==> src/shared/mix_routing_pkg.sv <==
// Summary of operation
// - Reg 0x11 bits 7:4 third mic left level
// - Codes 0 to 8 attenuate 1.5 dB steps
// - Gain code connects input; all ones disconnects
// - Reg 0x11 bits 3:0 third mic right level
// - Reg 0x12 bits 7:4 mic left, right mix
// - Reg 0x12 bits 3:0 mic right, right mix
// - Reg 0x13 bit 7 differential line mode
// - Reg 0x13 bits 6:3 line level, left mix
// - Reg 0x13 bit 2 left ADC power
// - Bits 1:0 stepping rate: every fs, every second fs, off
// - Gain 7-bit, 0.5 dB steps, saturates 59.5
package mix_routing_pkg;

  // ==========================================================
  // Register map (offsets are word indices; byte address = 4x)
  localparam logic [7:0] IDX_MIC_LEFT_MIX  = 8'h11;
  localparam logic [7:0] IDX_MIC_RIGHT_MIX = 8'h12;
  localparam logic [7:0] IDX_LINE_LEFT     = 8'h13;
  localparam logic [7:0] IDX_GAIN_TARGET   = 8'h40;
  localparam logic [7:0] IDX_GAIN_STATUS   = 8'h41;
  localparam int         ADDR_W            = 10;

  // ==========================================================
  // Reset values and field layout
  localparam logic [7:0] RST_MIC_MIX   = 8'hFF;
  localparam logic [7:0] RST_LINE_CTRL = 8'h78;
  localparam logic [6:0] RST_GAIN      = 7'h00;
  localparam logic [3:0] LEVEL_OFF     = 4'hF;
  localparam logic [3:0] LEVEL_MAX     = 4'h8;
  localparam logic [6:0] GAIN_SAT      = 7'h77;
  localparam int         DIFF_BIT      = 7;
  localparam int         POWER_BIT     = 2;

  typedef enum logic [1:0]
  {
    STEP_EVERY_FS = 2'b00,
    STEP_TWO_FS   = 2'b01,
    STEP_OFF_A    = 2'b10,
    STEP_OFF_B    = 2'b11
  } step_rate_t;

  // Decoded input: connect flag plus attenuation in 1.5 dB steps
  typedef struct packed
  {
    logic       connect;
    logic [3:0] atten_steps;
  } input_route_t;

endpackage

==> src/hdl/adc_input_mix_routing_regs.sv <==
// Local design decision: the Avalon-MM register port.
`timescale 1ns/1ps
module adc_input_mix_routing_regs
  import mix_routing_pkg::*;
(
  // Clock and reset
  input  wire logic              clk_sys,
  input  wire logic              arst_n,
  // Sample rate strobe
  input  wire logic              fs_strobe,
  // Avalon-MM slave
  input  wire logic [ADDR_W-1:0] address,
  input  wire logic              read,
  input  wire logic              write,
  input  wire logic [31:0]       writedata,
  input  wire logic [3:0]        byteenable,
  output logic [31:0]            readdata,
  output logic                   waitrequest,
  output logic [1:0]             response,
  // Mixer routing to the analog side
  output input_route_t           mic_l_to_left,
  output input_route_t           mic_r_to_left,
  output input_route_t           mic_l_to_right,
  output input_route_t           mic_r_to_right,
  output input_route_t           line_l_to_left,
  output logic                   line_l_differential,
  output logic                   left_adc_power,
  output logic [6:0]             left_gain_applied
);

  // ==========================================================
  // Helpers
  // Reserved codes 9 to 14 are clamped to LEVEL_MAX: they decode as code 8.
  // level decode
  function automatic input_route_t decode_level(input logic [3:0] code);
    input_route_t r;
    r.connect     = 1'b0;
    r.atten_steps = 4'h0;
    if (code != LEVEL_OFF)
    begin
      r.connect     = 1'b1;
      r.atten_steps = (code > LEVEL_MAX) ? LEVEL_MAX : code;
    end
    return r;
  endfunction

  function automatic logic [6:0] sat_gain(input logic [6:0] g);
    return (g >= GAIN_SAT) ? GAIN_SAT : g;
  endfunction

  // ==========================================================
  // Register storage
  logic [7:0] mic_left_mix;
  logic [7:0] mic_right_mix;
  logic [7:0] line_left_ctrl;
  logic [6:0] gain_target;
  logic       half_fs;

  logic [7:0] word_index;
  logic       access_ok;
  logic       wr_go;
  logic       rd_go;

  assign word_index = address[9:2];
  assign access_ok  = (address[1:0] == 2'b00);
  // One-cycle wait: request taken on the edge where waitrequest is low
  assign wr_go = write && !waitrequest;
  assign rd_go = read && !waitrequest;

  // ==========================================================
  // Bus handshake
  always_ff @(posedge clk_sys or negedge arst_n)
  begin
    if (!arst_n)
      waitrequest <= 1'b1;
    else if ((read || write) && waitrequest)
      waitrequest <= 1'b0;
    else
      waitrequest <= 1'b1;
  end

  // ==========================================================
  // Register writes (byte lane 0 only carries data)
  always_ff @(posedge clk_sys or negedge arst_n)
  begin
    if (!arst_n)
    begin
      mic_left_mix   <= RST_MIC_MIX;
      mic_right_mix  <= RST_MIC_MIX;
      line_left_ctrl <= RST_LINE_CTRL;
      gain_target    <= RST_GAIN;
    end
    else if (wr_go && access_ok && byteenable[0])
    begin
      case (word_index)
        IDX_MIC_LEFT_MIX:  mic_left_mix <= writedata[7:0];
        IDX_MIC_RIGHT_MIX: mic_right_mix <= writedata[7:0];
        IDX_LINE_LEFT:     line_left_ctrl <= writedata[7:0];
        IDX_GAIN_TARGET:   gain_target <= writedata[6:0];
        default:           ;
      endcase
    end
  end

  // ==========================================================
  // Read data and response
  // Captured on the edge that drops waitrequest, so they already
  // stand at the edge where the master samples waitrequest low.
  always_ff @(posedge clk_sys or negedge arst_n)
  begin
    if (!arst_n)
    begin
      readdata <= 32'h0000_0000;
      response <= 2'b00;
    end
    else if ((read || write) && waitrequest)
    begin
      readdata <= 32'h0000_0000;
      response <= 2'b00;
      if (!access_ok)
        response <= 2'b11;
      else
      begin
        case (word_index)
          IDX_MIC_LEFT_MIX:  readdata[7:0] <= mic_left_mix;
          IDX_MIC_RIGHT_MIX: readdata[7:0] <= mic_right_mix;
          IDX_LINE_LEFT:     readdata[7:0] <= line_left_ctrl;
          IDX_GAIN_TARGET:   readdata[6:0] <= gain_target;
          IDX_GAIN_STATUS:   readdata[6:0] <= left_gain_applied;
          default:           response <= 2'b11;
        endcase
      end
    end
  end

  // ==========================================================
  // Routing outputs, registered one cycle after the write
  always_ff @(posedge clk_sys or negedge arst_n)
  begin
    if (!arst_n)
    begin
      mic_l_to_left       <= '0;
      mic_r_to_left       <= '0;
      mic_l_to_right      <= '0;
      mic_r_to_right      <= '0;
      line_l_to_left      <= '0;
      line_l_differential <= 1'b0;
      left_adc_power      <= 1'b0;
    end
    else
    begin
      mic_l_to_left       <= decode_level(mic_left_mix[7:4]);
      mic_r_to_left       <= decode_level(mic_left_mix[3:0]);
      mic_l_to_right      <= decode_level(mic_right_mix[7:4]);
      mic_r_to_right      <= decode_level(mic_right_mix[3:0]);
      line_l_to_left      <= decode_level(line_left_ctrl[6:3]);
      line_l_differential <= line_left_ctrl[DIFF_BIT];
      left_adc_power      <= line_left_ctrl[POWER_BIT];
    end
  end

  // ==========================================================
  // Gain soft-stepping
  step_rate_t rate;
  logic [6:0] target_sat;
  logic       step_now;

  assign rate       = step_rate_t'(line_left_ctrl[1:0]);
  assign target_sat = sat_gain(gain_target);
  assign step_now = fs_strobe &&
                    ((rate == STEP_EVERY_FS) ||
                     (rate == STEP_TWO_FS && half_fs));

  always_ff @(posedge clk_sys or negedge arst_n)
  begin
    if (!arst_n)
      half_fs <= 1'b0;
    else if (fs_strobe)
      half_fs <= !half_fs;
  end

  always_ff @(posedge clk_sys or negedge arst_n)
  begin
    if (!arst_n)
      left_gain_applied <= RST_GAIN;
    else if (line_left_ctrl[1])
      left_gain_applied <= target_sat;
    else if (step_now && left_gain_applied < target_sat)
      left_gain_applied <= left_gain_applied + 7'd1;
    else if (step_now && left_gain_applied > target_sat)
      left_gain_applied <= left_gain_applied - 7'd1;
  end

endmodule

==> config.mk <==
export PLATFORM = sky130hd
export DESIGN_NAME = adc_input_mix_routing_regs
export DESIGN_NICKNAME = d
export VERILOG_FILES = /design/src/shared/mix_routing_pkg.sv /design/src/hdl/adc_input_mix_routing_regs.sv
export SDC_FILE = /design/constraint.sdc
export NUM_CORES = 1
export LEC_CHECK = 0
export BUFFER_PORTS_ARGS = -buffer_cell sky130_fd_sc_hd__clkbuf_2
export CAP_MARGIN = 20
export CORE_MARGIN = 10
export CORE_UTILIZATION = 39
export CTS_CLUSTER_SIZE = 10
export DETAILED_ROUTE_END_ITERATION = 7
export HOLD_SLACK_MARGIN = 0.05
export PLACE_DENSITY_LB_ADDON = 0.05
export SLEW_MARGIN = 20
export SYNTH_ARGS = -nofsm -noshare
export SYNTH_HDL_FRONTEND = slang
export SYNTH_SLANG_ARGS = --single-unit
export TNS_END_PERCENT = 50
==> constraint.sdc <==
create_clock -name clk_sys -period 7 [get_ports clk_sys]
set_input_delay 1.75 -clock clk_sys [delete_from_list [all_inputs] [get_ports clk_sys]]
set_output_delay 1.75 -clock clk_sys [all_outputs]
set_load 0.01 [all_outputs]
==> results of run 1 <==
-- sequential cells by signal, indices dropped and copies added (netlist names) --
register and cells:
half_fs 1, readdata 8, line_left_ctrl 8, waitrequest 1, mic_l_to_right 5, mic_r_to_left 5
mic_l_to_left 5, line_l_to_left 5, left_gain_applied 7, left_adc_power 1, line_l_differential 1, response 1
mic_right_mix 8, gain_target 7, mic_r_to_right 5, mic_left_mix 8
-- critical path, delay by kind of cell --
| family | cells | cell delay [ps] |
|---|---|---|
| adders and majority gates | 1 | 440 |
| and+or+nand+nor | 2 | 860 |
| buffers and inverters | 1 | 90 |
| AOI/OAI and AO/OA | 7 | 1270 |
-- report_power, final --
| part | internal (W) | switching [W] | total, W |
|---|---|---|---|
| sequential | 0.000446 | 0.00000554 | 0.000452 |
| combinational | 0.0000212 | 0.0000452 | 0.0000664 |
| clock | 0.000165 | 0.000169 | 0.000334 |
-- cell usage after synthesis (2+ instances only) --
library cell,n,share of area
dfrtp_1,55,0.37
mux2_2,27,0.081
buf_4,25,0.050
nor2b_1,23,0.038
dfstp_2,21,0.15
o21ai_0,20,0.027
nand2_1,19,0.019
nor2_1,17,0.017
a22oi_1,15,0.030
ha_1,12,0.040
a21oi_1,11,0.015
inv_1,9,0.0090
nand4_1,6,0.010
a211oi_1,5,0.010
and2_1,5,0.0084
clkbuf_1,5,0.0050
o22ai_1,5,0.0084
mux2i_1,4,0.011
nand3_1,4,0.0054
nor3_1,4,0.0054
a21o_1,3,0.0060
nand2b_1,3,0.0050
o211ai_1,3,0.0060
xor2_1,3,0.0070
a221oi_1,2,0.0047
a31oi_1,2,0.0033
o21a_1,2,0.0040
or2_2,2,0.0033
-- area by class of cell --
class | instances | area (um^2)
clock buffer | 10 | 127.6
clock inverter | 6 | 65.06
fill | 937 | 4959
inverter | 9 | 33.78
multi-input combinational | 240 | 1652
sequential | 76 | 1928
tap | 129 | 161.4
timing repair buffer | 70 | 357.8
-- metal layers --
layer / GRT usage / vias to the layer above / wire length, um / share of wire
li1: - / 1297 / - / -
met1: 0.1863 / 1324 / 4554 / 0.49
met4: 0.04482 / 0 / 66 / 0.0070
met3: 0.03309 / 6 / 410 / 0.044
met5: 0 / - / 0 / 0
met2: 0.2080 / 57 / 4339 / 0.46
-- logic make-up after synthesis --
group                    after synthesis  share of synthesized area
multiplexers                          31                    0.09203
other                                  1                   0.001003
AND/OR/NAND/NOR                       94                     0.1426
XOR/XNOR                               3                   0.007029
AO/OA/AOI/OAI                         75                     0.1305
flip-flops                            76                     0.5157
adder cells (fa/ha/maj)               13                    0.04551
buffers and inverters                 40                    0.06559
-- metrics by stage --
stage / power (W) / area (um^2) / setup WS [ps] / utilization / hold WS, ps
after detailed placement: 0.0005270 / 4133 / 2495 / 0.4451 / 399.1
after CTS: 0.0008653 / 4325 / 2855 / 0.4659 / 418.9
after global placement: 0.0005260 / 4133 / 2501 / 0.4451 / 396.5
final: 0.0008520 / 4325 / 2843 / 0.4659 / 420.8
after floorplan: 0.0005050 / 3825 / 2875 / - / 370.0
after global routing: 0.0008945 / 4325 / 2627 / 0.4659 / 427.6
-- how the worst max path moves through the flow --
stage | end | slack [ps] | cells past startpoint
final | left_gain_applied[6] | 2840 | 11
after global routing | left_gain_applied[6] | 2630 | 11
after CTS | left_gain_applied[6] | 2860 | 11
after detailed placement | left_gain_applied[6] | 2500 | 11
after global placement | left_gain_applied[6] | 2500 | 11
after floorplan | left_gain_applied[6] | 2870 | 10
==> flow_summary.toml, run 1 <==
[status]
status = "completed"

[layout]
final_common_cell = "clkbuf_2"
drive_above_1_share = 0.3479
layout_common_cells = "67 x clkbuf_2, 55 x dfrtp_1, 27 x mux2_2"
final_cells = 540
nets = 470
diodes = 0
syn_to_final_growth_pct = 15.70

[global_routing]
grt_max_degree = 77
grt-ovfl-total = 0
grt_antenna_before_repair = 0
grt_pass1_vias = 2876
globalRouteTotalUtil = 0.1371
grt_pass1_wl_um = 15740

[power]
ir_drop_uv = 84.98
power.density_nw_per_um2 = 197.0
p_leak_nw = 2.017

[cts]
clkLatencyLatePin_ps = 350
clock-sinks = 76
ctsLongestPathBuffers = 2
cts_buffers = 9
cts-resized-gates = 0
cts_tree = "done"
clk_pin_slew_ps = 90
clockRootBuffer = "clkbuf_8"
cts_setup_buffers = 0
postCtsHoldBufs = 0
htree_levels = 3

[flow_run]
cap_violations = 0

[worst_setup_path]
cp-start-kind = "primary input"
path_class = "in -> reg"
reg2reg_depth = 15
max_stage_delay_ps = 490
cp.arrival_ps = 4420
cp_cell_sequence = "clkbuf_2, o21ai_0, or4_4, or2_2, fa_1, a211oi_1, o21bai_1, a21oi_1, o21ai_0, a311o_1, a31oi_1"
crit_top_cell = "o21ai_0"
cp_max_fo = 6
required_ps = 7260
regToRegSetupSlack_ps = 3300
r2r-start = "gain_target[5]"
startpoint = "fs_strobe"
crit_path_end_kind = "register"
r2r_end = "left_gain_applied[6]"
cpMaxStageDelayCell = "or4_4"

[logic_synthesis]
ys_warn_count = 0
synth_area_um2 = 3739
synth-edff-count = 0
synth_area_per_cell_um2 = 11.23
synth_flop_cell = "dfrtp_1"
synthArstFlopShare = 1.000
ys_seq_area_frac = 0.5157
ys_types = 49
ys_seq_elements = 76
syn_inst = 333

[sta]
rsz0062_at_grt = "false"
hold_viol_final = 0
period_needed_ps = 4157
slew_violations = 0
worstMarginPinSlew_ps = 946.4
slew_headroom = 0.3690
max_freq_mhz = 240.5
fin_tns_setup_ps = 0
setup_viol = 0
finalClockSkew_ps = 11.50
min_period_over_period = 0.5939

[floorplanning]
pin_count = 120
core_region_area_um2 = 9284
die_x_um = 117.9
start_util = 0.4027
fp-row-count = 35
die_h_um = 117.9
dieArea_um2 = 13900

[detailed_routing]
first_pass_iters = 4
vias = 2684
post_drt_wl_per_cell_um = 17.35
ant_nets = 0
drt_wl_total_um = 9370
viasPerCell = 4.970
drc = 0
drtIter0Drc = 116

[hold_path]
min_to = "left_adc_power"
holdCritPathClass = "reg -> reg"
worstHoldPathCells = 0
hp-start = "line_left_ctrl[2]"

[placed_design]
numPortBuffers = 68
place_inst = 524
dpl.hpwl_um = 7077
routabilityCongestion = 0.7843
Power figures use the tool's default switching activity.
==> run 2, diff against run 1 <==
clock period = 4.1 ns   (was 7 ns; I/O delays follow)
==> run 2 against run 1 <==
Global-route usage decreased by 0.38 points. Worst setup slack got worse by 2400 ps. Via count increased by 0.82%. Wire length decreased by 1.3%. Critical path depth increased by 4. Clock skew increased by 4.0 ps. Flip-flop and latch count unchanged. Clock-buffer cell count increased by 1. Power increased by 71%. Design area increased by 0.69%. Sequential share of layout area decreased by 0.31 points. Worst hold slack got worse by 3.9 ps. Largest cell class unchanged.
==> flow_summary.toml, run 2 (synthesis results as in run 1) <==
[cts]
cts_buffers = 9
cts_tree = "done"
htree_levels = 3
postCtsHoldBufs = 0
ctsLongestPathBuffers = 2
cts-resized-gates = 0
cts_setup_buffers = 0
clk_pin_slew_ps = 80
clock-sinks = 76
clockRootBuffer = "clkbuf_8"
clkLatencyLatePin_ps = 340

[sta]
setup_viol = 0
fin_tns_setup_ps = 0
period_needed_ps = 3697
finalClockSkew_ps = 15.51
worstMarginPinSlew_ps = 958.7
max_freq_mhz = 270.5
min_period_over_period = 0.9017
rsz0062_at_grt = "false"
hold_viol_final = 0
slew_headroom = 0.3609
slew_violations = 0

[layout]
diodes = 0
nets = 473
multiInputGateArea_um2 = 1652
drive_above_1_share = 0.3527
final_common_cell = "clkbuf_2"
layout_common_cells = "67 x clkbuf_2, 55 x dfrtp_1, 27 x mux2_2"
n_fill_cell = 911
seqCellArea_um2 = 1928
syn_to_final_growth_pct = 16.50
final_cells = 543

[detailed_routing]
routed.top_layer = "met4"
first_pass_iters = 4
post_drt_wl_per_cell_um = 17.03
wl_met1_um = 4333
drtIter0Drc = 145
drc = 0
drt_wl_total_um = 9248
viasPerCell = 4.983
route.met2.wl_um = 4189
ant_nets = 0
route.met3.wl_um = 605
vias = 2706

[worst_setup_path]
cp_max_fo = 6
cp_top_family = "compound AO/OA/AOI/OAI gates"
required_ps = 4360
cp_cell_sequence = "nand3_1, nor2_1, nor2_1, ha_1, nor2b_1, o211ai_1, a21oi_1, or2_2, fa_1, a211oi_1, o21bai_1, a21oi_1, o21ai_0, a311o_1, a31oi_1"
cpMaxStageDelayCell = "dfrtp_1"
cp-start-kind = "register"
cp.arrival_ps = 3960
crit_buf_inv = 0
crit_path_end_kind = "register"
regToRegSetupSlack_ps = 400
max_stage_delay_ps = 440
path_class = "reg -> reg"

[power]
p_seq_frac = 0.528
p_int_w = 0.001098
p_comb_frac = 0.079
p_sw_w = 0.0003628
clockPowerShare = 0.393
sw_frac_of_total = 0.2483
ir_drop_uv = 161.3
p_leak_nw = 2.030
power.density_nw_per_um2 = 335.4

[global_routing]
grt_pass1_wl_um = 15340
grt-ovfl-total = 0
grt_pass1_vias = 2797
grt_antenna_before_repair = 0
grt_max_degree = 77
globalRouteTotalUtil = 0.1333

[status]
status = "completed"

[floorplanning]
dieArea_um2 = 13900
core_region_area_um2 = 9284
die_x_um = 117.9
start_util = 0.4027
fp-row-count = 35
die_h_um = 117.9
pin_count = 120

[placed_design]
place_inst = 527
dpl.hpwl_um = 7025
routabilityCongestion = 0.8383
numPortBuffers = 68

[hold_path]
holdCritPathClass = "reg -> reg"

[flow_run]
cap_violations = 0
==> run 2: changes by cell type in the layout (fill, tap and decap cells not counted) <==
cell | previous run | this run
buf_4 | 3 | 6
clkbuf_8 | 9 | 10
clkinv_2 | 2 | 1
clkinv_4 | 2 | 0
clkinvlp_4 | 1 | 2
inv_6 | 0 | 1
==> run 2: final timing paths <==
path,from,end,depth (start not counted)
setup / recovery,gain_target[4],left_gain_applied[6],15
hold / removal,line_left_ctrl[2],left_adc_power,0
setup reg to reg,gain_target[4],left_gain_applied[6],15
hold reg to reg,line_left_ctrl[2],left_adc_power,0
max in group asynchronous,arst_n,left_gain_applied[0],1
min in group asynchronous,arst_n,mic_r_to_right[3],1
==> run 2: final cells by class <==
type,count,area share
Tap cell,129,0.03706
Timing Repair Buffer,73,0.08733
Clock inverter,5,0.01350
Clock buffer,11,0.03246
Sequential cell,76,0.4427
Multi-Input combinational cell,240,0.3792
Inverter,9,0.007756
==> run 2: through the flow <==
stage / hold slack [ps] / area (um^2) / worst slack [ps] / power (W) / util
floorplan: 370.0 / 3825 / 699.5 / 0.0008621 / -
global placement: 396.5 / 4155 / 331.7 / 0.0008984 / 0.4476
detailed placement: 402.3 / 4155 / 326.5 / 0.0008998 / 0.4476
CTS: 421.0 / 4355 / 390.6 / 0.001482 / 0.4691
global route: 431.1 / 4355 / 100.6 / 0.001533 / 0.4691
finish: 416.9 / 4355 / 402.9 / 0.001461 / 0.4691
==> run 2: metal layers <==
metal | track usage | up-vias
met5 | 0 | -
met4 | 0.03555 | 0
met3 | 0.04892 | 9
met2 | 0.2028 | 74
met1 | 0.1735 | 1328
li1 | - | 1295
==> run 2: power groups by stage <==
stage	combinational (W)	sequential (W)	clock, W
global placement	0.000113	0.000785	0
finish	0.000115	0.000771	0.000575
global route	0.000131	0.000774	0.000628
floorplan	0.0000771	0.000785	0
detailed placement	0.000115	0.000785	0
CTS	0.000115	0.000771	0.000596
==> run 2: worst reg2reg max path: stages (launching register included) <==
cell and delay [ps]:
dfrtp_1 440, nand3_1 170, nor2_1 190, nor2_1 90, ha_1 290, nor2b_1 130
o211ai_1 160, a21oi_1 160, or2_2 400, fa_1 440, a211oi_1 290, o21bai_1 120
a21oi_1 170, o21ai_0 140, a311o_1 290, a31oi_1 140
